$ cat src/design/srs_pkg.sv
/*
 * package of the service request status logic: status byte layout,
 * reset values, mask defaults and state codes.
 * assumes a single 25 MHz clock and a synchronous active-high reset.
 */
package srs_pkg;

    // ****************************************************************
    // status byte layout
    // ****************************************************************
    localparam int STB_W          = 8;
    localparam int COND_W         = 6;
    localparam int BIT_UNKNOWN    = 0;   // statement not recognised
    localparam int BIT_BADVAL     = 1;   // wrong value programmed
    localparam int BIT_AUTOCORR   = 2;   // autocorrection done
    localparam int BIT_USERKEY    = 3;   // user key request
    localparam int BIT_STOPPED    = 4;   // stop routine executed
    localparam int BIT_FASTCLK    = 5;   // fast clock detected
    localparam int BIT_SUMMARY    = 6;   // request service summary
    localparam int BIT_SELFTEST   = 7;   // power-on test failed

    // ****************************************************************
    // reset values
    // ****************************************************************
    localparam logic [COND_W-1:0] MASK_DEFAULT   = 6'h3f;
    localparam logic [STB_W-1:0]  STB_RESET      = 8'h00;
    localparam logic [COND_W-1:0] COND_NONE      = 6'h00;

    // ****************************************************************
    // acquisition
    // ****************************************************************
    localparam int ACQ_ADDR_W = 12;
    localparam logic [ACQ_ADDR_W-1:0] ACQ_LAST = 12'hfff;

    typedef enum logic [2:0] {
        ACQ_IDLE = 3'b001,
        ACQ_RUN  = 3'b010,
        ACQ_STOP = 3'b100
    } srs_acq_t;

    // true when any of the six condition bits is set
    function automatic logic srs_any(input logic [COND_W-1:0] c);
        return |c;
    endfunction

endpackage

$ cat src/design/srs_cond_if.sv
/*
 * interface carrying the condition events from the front-end to the
 * two-level status registers.
 * assumes one clock domain shared by both ends.
 */
interface srs_cond_if;
    import srs_pkg::*;

    logic [COND_W-1:0] events;     // one-cycle condition pulses, masked
    logic              selfFail;   // self test failed level

    modport src (output events, output selfFail);
    modport dst (input events, input selfFail);
endinterface

$ cat src/design/srs_event_gate.sv
/*
 * front-end: holds the enable mask, keeps the first-error-per-line
 * filter, and runs the acquisition sequencer that fires the stop event.
 * assumes synchronous inputs, one-cycle pulses on the event ports.
 */
module srs_event_gate
    import srs_pkg::*;
(
    input  wire logic              clock,
    input  wire logic              sys_rst,
    input  wire logic              maskWrite,
    input  wire logic [COND_W-1:0] maskValue,
    input  wire logic              addrChange,
    input  wire logic              lineStart,
    input  wire logic              errUnknown,
    input  wire logic              errBadValue,
    input  wire logic              autoCorrect,
    input  wire logic              userKey,
    input  wire logic              fastClock,
    input  wire logic              stopRoutine,
    input  wire logic              acqStart,
    input  wire logic              sampleStrobe,
    input  wire logic              selfTestFail,
    input  wire logic              localAck,
    output logic [COND_W-1:0]      mask,
    output logic                   remoteBlocked,
    output logic                   acqRunning,
    srs_cond_if.src                cond
);

    // ****************************************************************
    // registers
    // ****************************************************************
    logic [COND_W-1:0] mask_q;
    logic              lineErr_q;
    logic              blocked_q;
    logic              acked_q;
    logic [ACQ_ADDR_W-1:0] addr_q;
    srs_acq_t          acq_q;
    srs_acq_t          acq_d;

    // ****************************************************************
    // decode
    // ****************************************************************
    wire               anyErr    = errUnknown | errBadValue;
    wire               firstErr  = anyErr & ~lineErr_q & ~lineStart;
    wire               memFull   = (acq_q == ACQ_RUN) && sampleStrobe && (addr_q == ACQ_LAST);
    wire               stopEvent = stopRoutine | (acq_q == ACQ_STOP);
    wire               errKeep   = lineStart ? anyErr : firstErr;
    wire [COND_W-1:0]  rawEvents = {fastClock, stopEvent, userKey, autoCorrect,
                                    errBadValue & errKeep, errUnknown & errKeep};

    assign cond.events   = rawEvents & mask_q;
    assign cond.selfFail = selfTestFail;
    assign mask          = mask_q;
    assign remoteBlocked = blocked_q;
    assign acqRunning    = (acq_q == ACQ_RUN);

    // acquisition sequencer next state
    always_comb begin
        case (acq_q)
            ACQ_IDLE: acq_d = acqStart ? ACQ_RUN : ACQ_IDLE;
            ACQ_RUN:  acq_d = memFull ? ACQ_STOP : ACQ_RUN;
            ACQ_STOP: acq_d = ACQ_IDLE;
            default:  acq_d = ACQ_IDLE;
        endcase
    end

    // mask: forced to all enabled on reset and on address change
    always_ff @(posedge clock) begin
        if (sys_rst || addrChange) begin
            mask_q <= MASK_DEFAULT;
        end else if (maskWrite) begin
            mask_q <= maskValue;
        end
    end

    // one error flagged per programming line
    always_ff @(posedge clock) begin
        if (sys_rst) begin
            lineErr_q <= 1'b0;
        end else if (lineStart) begin
            lineErr_q <= anyErr;
        end else if (anyErr) begin
            lineErr_q <= 1'b1;
        end
    end

    // remote lockout after a failed self test until local acknowledge;
    // the fail input is a level, so an acknowledged lockout is remembered
    // until the next reset or it would come straight back
    always_ff @(posedge clock) begin
        if (sys_rst) begin
            blocked_q <= 1'b0;
            acked_q   <= 1'b0;
        end else if (localAck) begin
            blocked_q <= 1'b0;
            acked_q   <= acked_q | blocked_q;
        end else if (selfTestFail && !acked_q) begin
            blocked_q <= 1'b1;
        end
    end

    // sequencer state and capture address
    always_ff @(posedge clock) begin
        if (sys_rst) begin
            acq_q  <= ACQ_IDLE;
            addr_q <= '0;
        end else begin
            acq_q <= acq_d;
            if (acq_q == ACQ_IDLE && acqStart) begin
                addr_q <= '0;
            end else if (acq_q == ACQ_RUN && sampleStrobe) begin
                addr_q <= addr_q + 1'b1;
            end
        end
    end

endmodule

$ cat src/design/srs_status_regs.sv
/*
 * two-level status store: service request register and accumulation
 * register, with the status byte and the request flag behind the bus request line.
 * assumes conditions arrive already masked as one-cycle pulses.
 */
module srs_status_regs
    import srs_pkg::*;
(
    input  wire logic              clock,
    input  wire logic              sys_rst,
    input  wire logic              pollStrobe,
    srs_cond_if.dst                cond,
    output logic [STB_W-1:0]       reqReg,
    output logic [COND_W-1:0]      accReg,
    output logic                   srqActive
);

    // ****************************************************************
    // registers
    // ****************************************************************
    logic [COND_W-1:0] req_q;
    logic [COND_W-1:0] req_d;
    logic [COND_W-1:0] acc_q;
    logic [COND_W-1:0] acc_d;
    logic              fail_q;

    // ****************************************************************
    // next-state decode
    // ****************************************************************
    wire reqEmpty  = ~srs_any(req_q);
    wire toReq     = reqEmpty & ~pollStrobe;
    wire accEmpty  = ~srs_any(acc_q);

    // a poll returns req, then req takes acc and acc empties; events in
    // the poll cycle go to req when acc is empty, else to acc, so none
    // is lost and none sits in acc without a request line behind it
    always_comb begin
        if (pollStrobe) begin
            req_d = accEmpty ? cond.events : acc_q;
            acc_d = accEmpty ? COND_NONE : cond.events;
        end else if (toReq) begin
            req_d = cond.events;
            acc_d = acc_q;
        end else begin
            req_d = req_q;
            acc_d = acc_q | cond.events;
        end
    end

    // status byte: summary follows any lower bit, top bit never requests
    assign reqReg    = {fail_q, srs_any(req_q), req_q};
    assign accReg    = acc_q;
    assign srqActive = srs_any(req_q);

    // state update
    always_ff @(posedge clock) begin
        if (sys_rst) begin
            req_q  <= COND_NONE;
            acc_q  <= COND_NONE;
            fail_q <= 1'b0;
        end else begin
            req_q  <= req_d;
            acc_q  <= acc_d;
            fail_q <= cond.selfFail;
        end
    end

endmodule

$ cat src/design/srs_service_request.sv
/*
 * top of the service request status logic: wires the event front-end
 * to the two-level status store, drives the bus request line and
 * returns the status byte on a serial poll.
 * assumes a 25 MHz clock, synchronous inputs, one-cycle event pulses,
 * and a poll strobe of one cycle per serial poll addressed to us.
 */
// Operation
// - first event with empty request register sets its bit and summary there
// - serial poll returns request register and clears it
// - later events before the poll are ored into the accumulator
// - each poll moves a non-empty accumulator into request register, refilling accumulator with poll-cycle events
// - repeated events of one type collapse into one bit
// - self test failure sets top bit, no request, locks remote until acknowledge
// - two polls with no new events empty the request register except self test failure
// - stop routine sets the stop-executed bit, weight 16
// - summary bit set whenever any lower six bits is set
// - six-bit enable mask, one enables the condition
// - mask forced to 63 at power-on and on address switch change
// - masked user key is hidden and disabled in remote mode
// - device-made parameter change sets the autocorrection bit
// - request line held until polled, poll answered with status byte
// - only the first erroneous command of a programming line is flagged
// - acquisition runs until memory full, then stops and requests
// - bit meanings low to high as listed in the package
// - eight-bit status byte, bits set independently and together
// - request raised for stop, fast clock, bad command, absent hardware, user key
module srs_service_request
    import srs_pkg::*;
(
    input  wire logic              clock,
    input  wire logic              sys_rst,
    input  wire logic              pollStrobe,
    input  wire logic              maskWrite,
    input  wire logic [COND_W-1:0] maskValue,
    input  wire logic              addrChange,
    input  wire logic              remoteMode,
    input  wire logic              lineStart,
    input  wire logic              errUnknown,
    input  wire logic              errBadValue,
    input  wire logic              errNoHardware,
    input  wire logic              paramForced,
    input  wire logic              userKeyPress,
    input  wire logic              fastClock,
    input  wire logic              stopRoutine,
    input  wire logic              acqStart,
    input  wire logic              sampleStrobe,
    input  wire logic              selfTestFail,
    input  wire logic              localAck,
    output logic [STB_W-1:0]       statusByte,
    output logic                   statusValid,
    output logic                   srqOut,
    output logic                   userKeyShown,
    output logic                   remoteBlocked,
    output logic                   acqRunning,
    output logic [COND_W-1:0]      mask
);

    // ****************************************************************
    // internal wiring
    // ****************************************************************
    srs_cond_if        condBus ();
    logic [STB_W-1:0]  reqReg;
    logic              srqActive;
    logic [STB_W-1:0]  stb_q;
    logic              valid_q;
    logic              srq_q;

    // user key only counts when enabled or when operated locally
    wire keyEnabled = mask[BIT_USERKEY] | ~remoteMode;
    wire userKeyEvt = userKeyPress & keyEnabled;
    wire badCommand = errUnknown | errNoHardware;

    assign userKeyShown = keyEnabled;

    // ****************************************************************
    // event front-end
    // ****************************************************************
    srs_event_gate u_gate (
        .clock         (clock),
        .sys_rst       (sys_rst),
        .maskWrite     (maskWrite),
        .maskValue     (maskValue),
        .addrChange    (addrChange),
        .lineStart     (lineStart),
        .errUnknown    (badCommand),
        .errBadValue   (errBadValue),
        .autoCorrect   (paramForced),
        .userKey       (userKeyEvt),
        .fastClock     (fastClock),
        .stopRoutine   (stopRoutine),
        .acqStart      (acqStart),
        .sampleStrobe  (sampleStrobe),
        .selfTestFail  (selfTestFail),
        .localAck      (localAck),
        .mask          (mask),
        .remoteBlocked (remoteBlocked),
        .acqRunning    (acqRunning),
        .cond          (condBus.src)
    );

    // ****************************************************************
    // two-level status store
    // ****************************************************************
    srs_status_regs u_regs (
        .clock      (clock),
        .sys_rst    (sys_rst),
        .pollStrobe (pollStrobe),
        .cond       (condBus.dst),
        .reqReg     (reqReg),
        .accReg     (),
        .srqActive  (srqActive)
    );

    // ****************************************************************
    // poll answer and request line
    // ****************************************************************
    // status byte latched at the poll, request line registered
    always_ff @(posedge clock) begin
        if (sys_rst) begin
            stb_q   <= STB_RESET;
            valid_q <= 1'b0;
            srq_q   <= 1'b0;
        end else begin
            valid_q <= pollStrobe;
            srq_q   <= srqActive & ~pollStrobe;
            if (pollStrobe) begin
                stb_q <= reqReg;
            end
        end
    end

    assign statusByte  = stb_q;
    assign statusValid = valid_q;
    assign srqOut      = srq_q;

endmodule

$ cat config.mk
export PLATFORM = sky130hd
export DESIGN_NAME = srs_service_request
export DESIGN_NICKNAME = d
export VERILOG_FILES = /design/src/design/srs_pkg.sv /design/src/design/srs_cond_if.sv /design/src/design/srs_event_gate.sv /design/src/design/srs_status_regs.sv /design/src/design/srs_service_request.sv
export SDC_FILE = /design/constraint.sdc
export NUM_CORES = 1
export LEC_CHECK = 0
export ABC_CLOCK_PERIOD_IN_PS = 1700
export BUFFER_PORTS_ARGS = -buffer_cell sky130_fd_sc_hd__buf_2
export CORE_MARGIN = 4
export CORE_UTILIZATION = 53
export DETAILED_ROUTE_END_ITERATION = 6
export PLACE_DENSITY_LB_ADDON = 0.12
export SKIP_LAST_GASP = 1
export SYNTH_ARGS = -nofsm -noshare
export SYNTH_HDL_FRONTEND = slang
export SYNTH_SLANG_ARGS = --single-unit
$ cat constraint.sdc
create_clock -name clock -period 1.7 [get_ports clock]
set_clock_uncertainty 0.1 [all_clocks]
set_input_delay 0.34 -clock clock [delete_from_list [all_inputs] [get_ports clock]]
set_output_delay 0.34 -clock clock [all_outputs]
set_load 0.01 [all_outputs]
==> flow_summary.yaml <==
status:
  outcome: "complete, no violations"
sta:
  tightest_slew_ps: 370
  holdWs_ps: 57.0
  setup_viol: 0
  max_freq_mhz: 624
  finalMaxSlewViolations: 0
  fin_crit_sh: 0.943
  setup_tns_ps: 0
  hold_viol: 0
  fin_crit_ps: 1600
  relSlewSlack: 0.753
  grt_setup_unrepaired: "false"
layout:
  utilization: 0.652
  final_common_cell: "dfxtp_1"
  syn2layout_area_growth_pct: 16.8
  nets: 265
  drive_gt1_frac: 0.253
  finalInstanceArea_um2: 2230
  final_cell_mix: "dfxtp_1 (47), buf_2 (42), nor2_1 (27)"
  antenna_cells: 0
critical_path:
  r2r_setup_slack_ps: 100
  r2r_start: "u_gate.acq_q[2]$_SDFF_PP0_"
  path_class: "flop to flop"
  required_ps: 1850
  cp.arrival_ps: 1760
  crit_fanout: 8
  cp_cell_sequence: "nand4bb_4, buf_4, nor3_1, xnor2_1, nor2_1"
  worstReg2RegEnd: "u_gate.addr_q[7]$_SDFFE_PP0P_"
  rr_worst_depth: 5
  critical_path.max_stage_delay_ps: 370
  critPathCaptureType: "flop"
  startpoint_type: "flop"
  worstSetupStartpoint: "u_gate.acq_q[2]$_SDFF_PP0_"
  cp_num_buf_inv: 1
  crit_family: "simple AND/OR/NAND/NOR gates"
  critPathSlowestCell: "dfxtp_1"
die:
  die_area_um2: 4620
  start_util: 0.558
  rows: 21
  io_pins: 43
  core_um2: 3420
  die_y_um: 68.0
  die_x_um: 68.0
clock_network:
  cts_root_buffer: "clkbuf_4"
  htreeDepth: 2
  clk_pin_slew_ps: 130
  clock_path_buffers: 2
  cts_tree: "built"
  clkLatencyLatePin_ps: 360
  numCtsBuffers: 5
  cts.sinks: 47
detailed_routing:
  route.detailed.drc: 0
  drtIter0Drc: 55
  via_count: 1486
  via_per_inst: 5.18
  wl_um: 3700
  detail_route.first_pass.iterations: 4
  drtAntennaViolNets: 0
  routedWlPerCell_um: 12.9
yosys:
  yosysSeqAreaShare: 0.493
  synth_compound_area_frac: 0.0781
  synth_top_family_by_area: "simple AND/OR/NAND/NOR gates"
  synth_fp_nets: 219
  yosysTopAreaCell: "dfxtp_1"
  synth_fa_ha_area_frac: 0.00656
  yosys_warnings: 0
  synth_top_area_frac: 0.493
  synth_area_um2: 1910
  avgSynthCellArea_um2: 9.83
  synth_xor_area_frac: 0.0459
  synthCells: 194
  muxShareOfSynthArea: 0.105
  ys_ff_latch: 47
  ys_types: 36
  yosys-top-cells-area: "dfxtp_1 (49%), mux2i_1 (10%), nor2_1 (5.3%)"
  synthSimpleGateAreaFrac: 0.244
power:
  leakagePower_nw: 0.945
  powerDensity_nw_per_um2: 927
  peakVddDrop_mv: 0.511
placement:
  dp_hpwl_um: 2860
  port_buffers: 42
  placed_cell_area_um2: 2170
  gp_congestion: 0.769
global_route:
  antenna_found_initial: 0
  grtUsageMet1: 0.235
  grt_pass1_wl_um: 6250
  grt_start_max_net_pins: 19
  top_usage_layer: "met2"
  overflow: 0
  met2_usage: 0.282
  use_met3: 0.0411
  track_usage: 0.180
  grt_pass1_vias: 1438
min_path:
  min_from: "localAck"
  hold_path_class: "input pin to flop"
  worst_hold_path.endpoint: "u_gate.remoteBlocked$_SDFFE_PP0P_"
  min_path_cells: 2
run:
  maxCapViolCount: 0
cells in the mapped netlist (all sizes together):
library cell	instances
a32o	1
nand4	3
nor3b	1
nor4	5
mux2i	20
a211oi	1
nand4bb	1
and4	1
o21a	2
nor3	7
xor2	1
xnor2	9
inv	3
and2	1
nor2	28
nor4b	1
a21oi	5
o21ai	7
or3b	1
ha	1
clkbuf	5
buf	3
o21bai	1
nand3b	4
or3	1
o22ai	5
a31o	1
dfxtp	47
nand2b	3
nand2	16
nor2b	4
a211o	1
nand3	4
worst max-delay path by stage:
stage / endpoint / depth (start not counted) / slack [ps]
after CTS: u_gate.addr_q[7]$_SDFFE_PP0P_ / 5 / 110
final: u_gate.addr_q[7]$_SDFFE_PP0P_ / 5 / 100
after global routing: u_gate.addr_q[7]$_SDFFE_PP0P_ / 5 / 7
after global placement: u_gate.addr_q[7]$_SDFFE_PP0P_ / 6 / 210
after floorplan: u_gate.addr_q[8]$_SDFFE_PP0P_ / 5 / 300
after detailed placement: u_gate.addr_q[7]$_SDFFE_PP0P_ / 5 / 130
power breakdown:
group / switching (mW) / internal, mW / total, mW / leakage, nW
clock network: 0.327 / 0.162 / 0.489 / 0.0293
logic: 0.168 / 0.158 / 0.325 / 0.531
registers: 0.0611 / 1.19 / 1.25 / 0.385
total: 0.556 / 1.51 / 2.06 / 0.945
area by class of cell:
cell class,instances,area [µm²]
clock buffer,7,45.0
sequential,47,941
fill,301,1190
clock inverter,1,5.00
multi-input combinational,136,920
timing repair buffer,47,248
tap,46,57.6
inverter,3,11.3
flip-flops by register name, indices dropped and copies added (netlist names):
name	cells
u_gate.remoteBlocked	1
statusByte	8
u_gate.mask	6
u_gate.acq_q	3
statusValid	1
u_gate.acked_q	1
srqOut	1
u_regs.req_q	6
u_regs.fail_q	1
u_gate.lineErr_q	1
u_gate.addr_q	12
u_regs.accReg	6
metrics by stage:
stage,setup slack (ps),power (mW),instances
after floorplan,295,1.48,194
after global placement,208,1.59,279
after detailed placement,131,1.60,279
after CTS,107,2.08,287
after global routing,7.49,2.17,287
final,96.7,2.06,287
layer usage:
layer | vias to the layer above | part of all wire
met5 | - | 0
li1 | 766 | -
met1 | 669 | 0.48
met2 | 45 | 0.44
met4 | 0 | 0.012
met3 | 6 | 0.069
kinds of logic (layout without fill, tap and decap cells):
family | after synthesis | count (layout)
buffers and inverters | 11 | 58
and+or+nand+nor | 81 | 81
adders and majority gates | 1 | 1
xor gates and xnor gates | 10 | 10
muxes | 20 | 20
DFF | 47 | 47
AOI/OAI and AO/OA | 24 | 24
what timing repair did:
| item | 4_1_cts | 5_1_grt |
|---|---|---|
| hold buffers | 0 | 0 |
| setup endpoints to repair | 0 | 1 |
| setup buffers | 0 | 0 |
| gates resized for setup | 0 | 1 |
(Power assumes the default switching activity.)
